### config.mk
export PLATFORM = sky130hd
export DESIGN_NAME = ttr_table_xfer
export DESIGN_NICKNAME = d
export VERILOG_FILES = /design/src/design/ttr_pkg.sv /design/src/design/ttr_table_xfer.sv
export SDC_FILE = /design/constraint.sdc
export NUM_CORES = 1
export LEC_CHECK = 0
export BUFFER_PORTS_ARGS = -buffer_cell sky130_fd_sc_hd__clkbuf_2
export CAP_MARGIN = 10
export CELL_PAD_IN_SITES_DETAIL_PLACEMENT = 0
export CELL_PAD_IN_SITES_GLOBAL_PLACEMENT = 1
export CORE_AREA = 2 2 176 178
export DETAILED_ROUTE_END_ITERATION = 8
export DIE_AREA = 0 0 178 180
export PLACE_DENSITY = 0.53
export SLEW_MARGIN = 20
export SYNTH_ARGS = -nofsm -noshare
export SYNTH_HDL_FRONTEND = slang
export SYNTH_SLANG_ARGS = --single-unit
### constraint.sdc
create_clock -name aclk -period 7.1 [get_ports aclk]
set_clock_uncertainty 0.15 [all_clocks]
set_input_delay 0.71 -clock aclk [delete_from_list [all_inputs] [get_ports aclk]]
set_output_delay 0.71 -clock aclk [all_outputs]
set_load 0.005 [all_outputs]
### src/design/ttr_pkg.sv
package ttr_pkg;

	localparam int PTR_W  = 22;
	localparam int ADDR_W = 21;

	// ------------------------------------------------------------
	// register map (byte addresses)
	// ------------------------------------------------------------
	localparam logic [7:0] OFF_LATCH  = 8'h00;
	localparam logic [7:0] OFF_PTR_LO = 8'h04;
	localparam logic [7:0] OFF_RSC    = 8'h08;
	localparam logic [7:0] OFF_PTR_HI = 8'h0C;
	localparam logic [7:0] OFF_PTR_UP = 8'h10;
	localparam logic [7:0] OFF_STATUS = 8'h14;

	// ------------------------------------------------------------
	// reset_source_control fields
	// ------------------------------------------------------------
	localparam int BIT_PRIO  = 7;
	localparam int BIT_LONG  = 6;
	localparam int BIT_UNIM  = 5;
	localparam int BIT_RSTOP = 4;
	localparam int BIT_TMO   = 3;
	localparam int BIT_PWRDN = 2;
	localparam int BIT_POR   = 1;
	localparam int BIT_BROWN = 0;

	localparam logic [7:0]  RSC_RST      = 8'h1C;
	localparam logic [7:0]  BYTE_ZERO    = 8'h00;
	localparam logic [20:0] ADDR_ONE     = 21'h00_0001;
	localparam logic [21:0] PTR_RST      = 22'h00_0000;
	localparam logic [1:0]  RESP_OKAY    = 2'h0;
	localparam logic [1:0]  RESP_SLVERR  = 2'h2;

	// ------------------------------------------------------------
	// types
	// ------------------------------------------------------------
	typedef enum logic [1:0] {
		TTR_PLAIN,
		TTR_POST_INC,
		TTR_POST_DEC,
		TTR_PRE_INC
	} ttr_mode_e;

	typedef enum logic {
		TTR_IDLE,
		TTR_MEM
	} ttr_state_e;

	typedef struct packed {
		logic      write;
		ttr_mode_e mode;
	} ttr_op_s;

	typedef struct packed {
		logic [21:0] addr;
		logic        write;
		logic        long_wr;
		logic [15:0] wdata;
	} ttr_mreq_s;

	typedef struct packed {
		logic por;
		logic brownout;
		logic master_clear;
		logic watchdog_timeout;
		logic reset_op;
		logic watchdog_clear_op;
		logic sleep_op;
	} ttr_rst_evt_s;

endpackage

### src/design/ttr_table_xfer.sv
`timescale 1ns/1ps
module ttr_table_xfer #(
	parameter int INT_MEM_BYTES = 65536
) (
	input  wire logic              aclk,
	input  wire logic              aresetn,
	input  wire logic              s_axi_awvalid,
	output logic                   s_axi_awready,
	input  wire logic [7:0]        s_axi_awaddr,
	input  wire logic [2:0]        s_axi_awprot,
	input  wire logic              s_axi_wvalid,
	output logic                   s_axi_wready,
	input  wire logic [31:0]       s_axi_wdata,
	input  wire logic [3:0]        s_axi_wstrb,
	output logic                   s_axi_bvalid,
	input  wire logic              s_axi_bready,
	output logic [1:0]             s_axi_bresp,
	input  wire logic              s_axi_arvalid,
	output logic                   s_axi_arready,
	input  wire logic [7:0]        s_axi_araddr,
	input  wire logic [2:0]        s_axi_arprot,
	output logic                   s_axi_rvalid,
	input  wire logic              s_axi_rready,
	output logic [31:0]            s_axi_rdata,
	output logic [1:0]             s_axi_rresp,
	input  wire logic              op_valid,
	output logic                   op_ready,
	input  wire ttr_pkg::ttr_op_s  op,
	output logic                   op_done,
	output logic                   mem_req_valid,
	output ttr_pkg::ttr_mreq_s     mem_req,
	input  wire logic              mem_ack,
	input  wire logic [7:0]        mem_rdata,
	input  wire ttr_pkg::ttr_rst_evt_s rst_evt,
	input  wire logic              brownout_circuit_enable,
	input  wire logic              vpp_present,
	output logic                   irq_priority_enable
);
	import ttr_pkg::*;

	// ------------------------------------------------------------
	// state
	// ------------------------------------------------------------
	ttr_state_e  state_q, state_d;
	ttr_mode_e   mode_q, mode_d;
	ttr_mreq_s   mreq_q, mreq_d;
	logic        mvalid_q, mvalid_d;
	logic        done_q, done_d;
	logic [21:0] ptr_q, ptr_d;
	logic [7:0]  latch_q, latch_d;
	logic [7:0]  hold_q, hold_d;
	logic [7:0]  rsc_q, rsc_d;
	logic        bvalid_q, bvalid_d;
	logic [1:0]  bresp_q, bresp_d;
	logic        rvalid_q, rvalid_d;
	logic [31:0] rdata_q, rdata_d;
	logic [1:0]  rresp_q, rresp_d;

	logic        wr_go, rd_go, op_acc;
	logic        wr_latch, wr_lo, wr_hi, wr_up, wr_rsc, wr_map;
	logic [7:0]  wbyte;
	logic [21:0] xfer_addr;
	logic        xfer_ext, long_ok;

	// post-transfer pointer update; only the low 21 bits move, wrapping with no carry into bit 21
	function automatic logic [21:0] ttr_post(input logic [21:0] p, input ttr_mode_e m);
		logic [21:0] r;
		r = p;
		case (m)
			TTR_POST_INC: r = {p[21], p[20:0] + ADDR_ONE};
			TTR_POST_DEC: r = {p[21], p[20:0] - ADDR_ONE};
			default:      r = p;
		endcase
		return r;
	endfunction

	// ------------------------------------------------------------
	// bus decode
	// ------------------------------------------------------------
	assign wr_go         = s_axi_awvalid && s_axi_wvalid && !bvalid_q;
	assign rd_go         = s_axi_arvalid && !rvalid_q;
	assign s_axi_awready = wr_go;
	assign s_axi_wready  = wr_go;
	assign s_axi_arready = rd_go;
	assign s_axi_bvalid  = bvalid_q;
	assign s_axi_bresp   = bresp_q;
	assign s_axi_rvalid  = rvalid_q;
	assign s_axi_rdata   = rdata_q;
	assign s_axi_rresp   = rresp_q;

	// byte lane 0 carries every register; other lanes are ignored
	assign wbyte    = s_axi_wdata[7:0];
	assign wr_latch = wr_go && s_axi_wstrb[0] && (s_axi_awaddr == OFF_LATCH);
	assign wr_lo    = wr_go && s_axi_wstrb[0] && (s_axi_awaddr == OFF_PTR_LO);
	assign wr_hi    = wr_go && s_axi_wstrb[0] && (s_axi_awaddr == OFF_PTR_HI);
	assign wr_up    = wr_go && s_axi_wstrb[0] && (s_axi_awaddr == OFF_PTR_UP);
	assign wr_rsc   = wr_go && s_axi_wstrb[0] && (s_axi_awaddr == OFF_RSC);
	assign wr_map   = (s_axi_awaddr == OFF_LATCH) || (s_axi_awaddr == OFF_PTR_LO)
		|| (s_axi_awaddr == OFF_PTR_HI) || (s_axi_awaddr == OFF_PTR_UP)
		|| (s_axi_awaddr == OFF_RSC) || (s_axi_awaddr == OFF_STATUS);

	// ------------------------------------------------------------
	// table transfer engine
	// ------------------------------------------------------------
	assign op_ready      = (state_q == TTR_IDLE);
	assign op_acc        = op_valid && op_ready;
	assign op_done       = done_q;
	assign mem_req_valid = mvalid_q;
	assign mem_req       = mreq_q;
	assign irq_priority_enable = rsc_q[BIT_PRIO];

	// pre-increment moves the pointer before the address is used
	assign xfer_addr = (op.mode == TTR_PRE_INC)
		? {ptr_q[21], ptr_q[20:0] + ADDR_ONE} : ptr_q;
	// identity/configuration space counts as on-chip memory
	assign xfer_ext  = !xfer_addr[21]
		&& (xfer_addr[20:0] >= ADDR_W'(INT_MEM_BYTES));
	assign long_ok   = rsc_q[BIT_LONG] && vpp_present;

	always_comb begin
		state_d  = state_q;
		mode_d   = mode_q;
		mreq_d   = mreq_q;
		mvalid_d = mvalid_q;
		done_d   = 1'b0;
		ptr_d    = ptr_q;
		latch_d  = latch_q;
		hold_d   = hold_q;
		case (state_q)
			TTR_IDLE: begin
				if (op_acc) begin
					mode_d = op.mode;
					if (op.write && !xfer_ext && !xfer_addr[0]) begin
						// short write: byte parks in the hidden holding register
						hold_d = latch_q;
						ptr_d  = ttr_post(xfer_addr, op.mode);
						done_d = 1'b1;
					end else if (op.write && !xfer_ext && !long_ok) begin
						// odd write without enable: nothing is programmed
						ptr_d  = ttr_post(xfer_addr, op.mode);
						done_d = 1'b1;
					end else begin
						mreq_d.addr    = xfer_addr;
						mreq_d.write   = op.write;
						mreq_d.long_wr = op.write && !xfer_ext;
						// external writes go out a byte at a time, enable ignored
						mreq_d.wdata   = xfer_ext ? {BYTE_ZERO, latch_q}
							: {latch_q, hold_q};
						mvalid_d       = 1'b1;
						ptr_d          = xfer_addr;
						state_d        = TTR_MEM;
					end
				end
			end
			TTR_MEM: begin
				if (mem_ack) begin
					mvalid_d = 1'b0;
					if (!mreq_q.write) latch_d = mem_rdata;
					ptr_d   = ttr_post(ptr_q, mode_q);
					done_d  = 1'b1;
					state_d = TTR_IDLE;
				end
			end
			default: begin
				state_d  = TTR_IDLE;
				mvalid_d = 1'b0;
			end
		endcase
		// a software write to the pointer or latch dominates the auto-update
		if (wr_latch) latch_d = wbyte;
		if (wr_lo) ptr_d[7:0] = wbyte;
		if (wr_hi) ptr_d[15:8] = wbyte;
		if (wr_up) ptr_d[21:16] = wbyte[5:0];
	end

	always_ff @(posedge aclk) begin
		if (!aresetn) begin
			state_q  <= TTR_IDLE;
			mode_q   <= TTR_PLAIN;
			mreq_q   <= '0;
			mvalid_q <= 1'b0;
			done_q   <= 1'b0;
			ptr_q    <= PTR_RST;
			latch_q  <= BYTE_ZERO;
			hold_q   <= BYTE_ZERO;
		end else begin
			state_q  <= state_d;
			mode_q   <= mode_d;
			mreq_q   <= mreq_d;
			mvalid_q <= mvalid_d;
			done_q   <= done_d;
			ptr_q    <= ptr_d;
			latch_q  <= latch_d;
			hold_q   <= hold_d;
		end
	end

	// ------------------------------------------------------------
	// reset source flags
	// ------------------------------------------------------------
	// software first, hardware events after, so an event never gets lost
	always_comb begin
		rsc_d = rsc_q;
		if (wr_rsc) begin
			rsc_d[BIT_PRIO]  = wbyte[BIT_PRIO];
			rsc_d[BIT_LONG]  = rsc_q[BIT_LONG] | wbyte[BIT_LONG];
			rsc_d[BIT_RSTOP] = wbyte[BIT_RSTOP];
			rsc_d[BIT_TMO]   = wbyte[BIT_TMO];
			rsc_d[BIT_PWRDN] = wbyte[BIT_PWRDN];
			rsc_d[BIT_POR]   = wbyte[BIT_POR];
			rsc_d[BIT_BROWN] = wbyte[BIT_BROWN];
		end
		if (rst_evt.watchdog_clear_op || rst_evt.sleep_op) rsc_d[BIT_TMO] = 1'b1;
		if (rst_evt.watchdog_clear_op) rsc_d[BIT_PWRDN] = 1'b1;
		if (rst_evt.sleep_op) rsc_d[BIT_PWRDN] = 1'b0;
		if (rst_evt.por || rst_evt.master_clear) begin
			rsc_d[BIT_PRIO] = 1'b0;
			rsc_d[BIT_LONG] = 1'b0;
		end
		if (rst_evt.por) begin
			rsc_d[BIT_RSTOP] = 1'b1;
			rsc_d[BIT_TMO]   = 1'b1;
			rsc_d[BIT_PWRDN] = 1'b1;
			rsc_d[BIT_POR]   = 1'b0;
			// with the brown-out circuit off the flag is left as it was
			if (brownout_circuit_enable) rsc_d[BIT_BROWN] = 1'b1;
		end
		if (rst_evt.brownout) rsc_d[BIT_BROWN] = 1'b0;
		if (rst_evt.watchdog_timeout) rsc_d[BIT_TMO] = 1'b0;
		if (rst_evt.reset_op) rsc_d[BIT_RSTOP] = 1'b0;
		rsc_d[BIT_UNIM] = 1'b0;
	end

	always_ff @(posedge aclk) begin
		if (!aresetn) begin
			rsc_q <= RSC_RST;
		end else begin
			rsc_q <= rsc_d;
		end
	end

	// ------------------------------------------------------------
	// bus responses
	// ------------------------------------------------------------
	always_comb begin
		bvalid_d = bvalid_q;
		bresp_d  = bresp_q;
		rvalid_d = rvalid_q;
		rdata_d  = rdata_q;
		rresp_d  = rresp_q;
		if (bvalid_q && s_axi_bready) bvalid_d = 1'b0;
		if (wr_go) begin
			bvalid_d = 1'b1;
			bresp_d  = wr_map ? RESP_OKAY : RESP_SLVERR;
		end
		if (rvalid_q && s_axi_rready) rvalid_d = 1'b0;
		if (rd_go) begin
			rvalid_d = 1'b1;
			rresp_d  = RESP_OKAY;
			rdata_d  = '0;
			case (s_axi_araddr)
				OFF_LATCH:  rdata_d[7:0] = latch_q;
				OFF_PTR_LO: rdata_d[7:0] = ptr_q[7:0];
				OFF_PTR_HI: rdata_d[7:0] = ptr_q[15:8];
				OFF_PTR_UP: rdata_d[5:0] = ptr_q[21:16];
				OFF_RSC:    rdata_d[7:0] = rsc_q;
				OFF_STATUS: rdata_d[2:0] = {long_ok, vpp_present, !op_ready};
				default:    rresp_d = RESP_SLVERR;
			endcase
		end
	end

	always_ff @(posedge aclk) begin
		if (!aresetn) begin
			bvalid_q <= 1'b0;
			bresp_q  <= RESP_OKAY;
			rvalid_q <= 1'b0;
			rdata_q  <= '0;
			rresp_q  <= RESP_OKAY;
		end else begin
			bvalid_q <= bvalid_d;
			bresp_q  <= bresp_d;
			rvalid_q <= rvalid_d;
			rdata_q  <= rdata_d;
			rresp_q  <= rresp_d;
		end
	end

	logic ptr_bus_wr;
	assign ptr_bus_wr = wr_lo || wr_hi || wr_up;
endmodule

### Word level (Yosys, flattened, before mapping)

Index checks and enable logic that the tools add are counted.

* output and inout bits: 85
* register bits: 105

* add/sub/neg operators: 4
* eq/ne operators: 30
* bitwise operators: 5
* order comparisons: 1
* muxes and demuxes: 48
* reductions and logical operators: 52

Operators with widths (number)
* $mux W21: 4
* $pmux W21 S2: 2
* $mux W8: 6
* $pmux W22 S2: 1
* $add A21 B1 Y21 const B: 2
* $sub A21 B1 Y21 const B: 2
* $eq A8 B4 Y1 const B: 4
* $eq A8 B5 Y1 const B: 4
* $mux W1: 22
* $mux W22: 1
* $ge A21 B17 Y1 const B: 1
* $pmux W3 S6: 1
* $logic_and A1 B1 Y1: 17
* $eq A8 B3 Y1 const B: 2
* $logic_not A8 Y1: 2
* $mux W16: 1
* $pmux W3 S5: 1
* $reduce_and A3 Y1: 5
* $ne A4 B1 Y1 const B: 3
* $mux W5: 2
* $ne A3 B1 Y1 const B: 3
* $ne A3 B2 Y1 const B: 3
* $pmux W2 S4: 1
* $reduce_and A4 Y1: 2
* 17 further kinds: 48

### Logic depth before layout (Yosys ltp)

* depth after elaboration: 12
* depth in mapped cells: 17
* mapped depth without buffers: 16

### Worst setup path before layout

OpenSTA, ideal clock, no wires.

* kind: in2reg
* from: in op[0] (netlist bit)
* to: reg ptr_q[18]
* library setup time: 122 ps
* path buffers: 1
* arrival: 4285 ps
* path slack: 2544 ps
* stages on the path: 15
* path through: inv_1 > ha_1 > inv_1 > clkbuf_1 > fa_1 > nor2b_1 > nor2_1 > o31ai_1 > o221ai_1 > a2111oi_4 > o21bai_2 > a221o_1 > a31oi_2 > a211oi_1 > o311a_1

* word-level cells in the longest chain between the ends: 12
* elaborated cells between the ends (all ways): 19
* classes of those cells: add/sub (2); order compare (1); eq/ne (3); mux (7); reduce/logical (6)

Ends and longest elaborated chain
* start, declared: RTL line ttr_table_xfer.sv:28 `input wire ttr_pkg::ttr_op_s op,`
* $eq A2 B2 Y1: RTL line ttr_table_xfer.sv:113 `assign xfer_addr = (op.mode == TTR_PRE_INC)`
* $mux W21: RTL line ttr_table_xfer.sv:114 `? {ptr_q[21], ptr_q[20:0] + ADDR_ONE} : ptr_q;`
* $ge A21 B17 Y1: RTL line ttr_table_xfer.sv:117 `&& (xfer_addr[20:0] >= ADDR_W'(INT_MEM_BYTES));`
* $logic_and A1 B1 Y1: RTL line ttr_table_xfer.sv:117
* $logic_not A1 Y1: RTL line ttr_table_xfer.sv:133, ttr_table_xfer.sv:138
* $logic_and A1 B1 Y1: RTL line ttr_table_xfer.sv:133, ttr_table_xfer.sv:138
* $logic_and A1 B1 Y1: RTL line ttr_table_xfer.sv:138 `end else if (op.write && !xfer_ext && !long_ok) begin`
* $mux W21: RTL line ttr_table_xfer.sv:138
* $mux W21 (*): RTL line ttr_table_xfer.sv:133 `if (op.write && !xfer_ext && !xfer_addr[0]) begin`
* $mux W22 (*): RTL line ttr_table_xfer.sv:131 `if (op_acc) begin`
* $pmux W22 S2 (*): RTL line ttr_table_xfer.sv:129 `case (state_q)`
* $mux W6 (*): RTL line ttr_table_xfer.sv:173 `if (wr_up) ptr_d[21:16] = wbyte[5:0];`
* end signal, assigned: RTL line ttr_table_xfer.sv:192 `ptr_q <= ptr_d;`
* end, declared: RTL line ttr_table_xfer.sv:49 `logic [21:0] ptr_q, ptr_d;`

Every way passes the cells marked *; elsewhere a longest branch is shown, timed or not. The select of a mux whose other input is x is not followed.
A chain may end at the register's enable or synchronous reset.

### Worst setup path after layout

Same ends and word-level chain as after synthesis.

==> results.toml <==
[floorplanning]
row_count = 64
die_y_um = 180
die_w_um = 178
core_area_um2 = 30190
die-area_um2 = 32040
ios = 172
start_util_pct = 24.74

[cells_and_area]
final_util_pct = 28.08
drive_gt1_share_pct = 16.65
register_area_um2 = 2042
area_growth_pct = 13.48
diodes = 0
multi_input_area_um2 = 4887
fin_nets = 1166
fillers = 3364

[worst_setup_path]
cp_data_arrival_time_ps = 5120
startpoint_type = "input pin"
cp_max_fo = 10
criticalPathCategory = "in -> reg"
end_kind = "flip-flop"
worstPathRequired_ps = 7270

[timing]
rsz0062_at_grt = "false"
setup_viol = 0
final.min_clock_period_ps = 4947
slew_headroom_pct = 25.91
setup_slack_ps = 2153
slew_violations = 0
finalHoldViolCount = 0
setup_tns_ps = 0
tightest_slew_ps = 1103
fmax_mhz = 202.2
timing.final.crit_share_pct = 69.67

[logic_synthesis]
syn-cell-area_um2 = 7470
synth_area_leaders = "dfxtp_1 (27%), nor2_1 (5.8%), nand2_1 (5.2%), a21oi_1 (5.0%), ha_1 (3.4%)"
async_flop_share_pct = 0
synth_cells = 997
ys.flop_type = "dfxtp_1"
synth_edf_count = 0
yosysTopAreaCell = "dfxtp_1"
synth.distinct_cells = 87
synth_area_per_cell_um2 = 7.492
yosysMostFrequentCell = "nor2_1"
netlist.area_leader.share_pct = 27.34
ys_seq_area_share_pct = 27.34
ys_ff_latch = 102
synth_common_cells = "nor2_1 (115), nand2_1 (104), dfxtp_1 (102)"
ys_warn_count = 0

[global_routing]
top_usage_layer = "met2"
grt_pass1_wl_um = 43750
met1_usage_pct = 26.61
antenna_found_initial = 0
track_usage_pct = 17.85
overflow = 0
grt_util_met2_pct = 27.29
grt_max_degree = 63
use_met3_pct = 2.242
grt_pass1_vias = 6883

[pwr]
peakVddDrop_uv = 122.0
p_leak_nw = 3.395
p_per_area_nw_per_um2 = 201.7

[min_path]
hold_class = "reg -> reg"

[clock_tree]
cts_tree = "yes"
postCtsSetupRepairBufs = 0
ctsHoldBuffers = 0
cts.sinks = 102
clk_latency_ps = 370
root_buffer = "clkbuf_16"
path_clk_slew_ps = 90
numCtsBuffers = 9
h-tree-depth = 3
cts_buffer_depth = 2
post_cts_resized = 0

[routing]
drtIter0Drc = 576
num_vias = 7463
wl_per_cell_um = 19.66
route.detailed.drc = 0
wl_um = 28690
firstDrtPassIters = 6
drt.antenna.violating_nets = 0
routed_via_density = 5.115

[placed_design]
place_ws_ps = 1742
port_buffers = 112
dp_hpwl_um = 21450
gp_congestion = 0.8202

[outcome]
outcome = "complete, no violations"

[flow_run]
drv_cap = 0
-- path summary, 6_finish.rpt --
path	end	cells after the start	slack (ps)	from
setup / recovery	ptr_q[18]	15	2150	op[0]
hold / removal	mem_req[9]	2	300	mem_req[9]
setup reg to reg	ptr_q[18]	15	2220	ptr_q[0]
hold reg to reg	mem_req[9]	2	300	mem_req[9]
-- area by class of cell --
cell class	count	share of cell area, %
Multi-Input combinational cell	791	57.65
Clock inverter	7	0.7970
Inverter	31	1.373
Timing Repair Buffer	123	7.587
Sequential cell	102	24.09
Clock buffer	9	2.657
Tap cell	396	5.845
-- critical path: stages --
cell	delay (ps)
clkbuf_2	110
ha_1	440
nand4_4	240
nor3_1	640
and3_1	260
xor2_1	440
ha_1	380
nand3_1	210
nor2_1	80
a221o_1	320
o21bai_2	230
a221o_1	260
a31oi_2	150
a211oi_1	430
o311a_1	220
-- kinds of logic after synthesis --
group	after synthesis	synth area share (%)
AO/OA/AOI/OAI	278	25.19
XOR/XNOR	46	5.678
adder cells (fa/ha/maj)	23	3.886
buffers and inverters	129	8.492
flip-flops	102	27.34
multiplexers	33	4.590
other	1	0.05020
AND/OR/NAND/NOR	385	24.77
-- stage by stage --
| stage | hold WS, ps | total power, mW | cell area [um2] | cells |
|---|---|---|---|---|
| 6_report | 301.6 | 1.709 | 8477 | 1459 |
| 2_1_floorplan | 286.3 | 1.030 | 7564 | 1022 |
| 4_1_cts | 304.9 | 1.727 | 8477 | 1459 |
| 5_1_grt | 331.8 | 1.809 | 8477 | 1459 |
| 3_5_place_dp | 293.0 | 1.203 | 8184 | 1443 |
| 3_3_place_gp | 291.5 | 1.204 | 8184 | 1443 |
-- layer usage --
| layer | up-vias | part of all wire (%) |
|---|---|---|
| met5 | - | 0 |
| met3 | 19 | 5.0 |
| met1 | 3512 | 49 |
| li1 | 3689 | - |
| met4 | 0 | 1.3 |
| met2 | 243 | 45 |
-- placed cells by master, fill, tap and decap left out, drive strengths merged, types with 9 or more instances in the layout --
cell / instances
clkbuf: 121
nor2: 118
nand2: 105
dfxtp: 102
a21oi: 77
o21ai: 51
a211oi: 34
nor3: 33
inv: 33
nand3: 31
xnor2: 29
conb: 26
mux2i: 23
ha: 20
a31oi: 20
xor2: 16
nor4: 13
or3: 13
nand4: 13
buf: 11
mux2: 10
o211ai: 10
and3: 9
nor2b: 9
a311oi: 9
-- sequential cells by signal (all words and copies together), names as in the netlist --
register / cells
mem_req_valid: 1
s_axi_bresp: 1
op_done: 1
ptr_q: 22
rsc_q: 7
mem_req: 40
s_axi_rdata: 8
latch_q: 8
s_axi_bvalid: 1
mode_q: 2
s_axi_rresp: 1
state_q: 1
s_axi_rvalid: 1
hold_q: 8
-- where the power goes --
group	total (mW)	switching, mW	internal [mW]
combinational	0.494	0.312	0.183
clock	0.520	0.272	0.248
sequential	0.696	0.0768	0.619
Power figures use the tool's default switching activity.
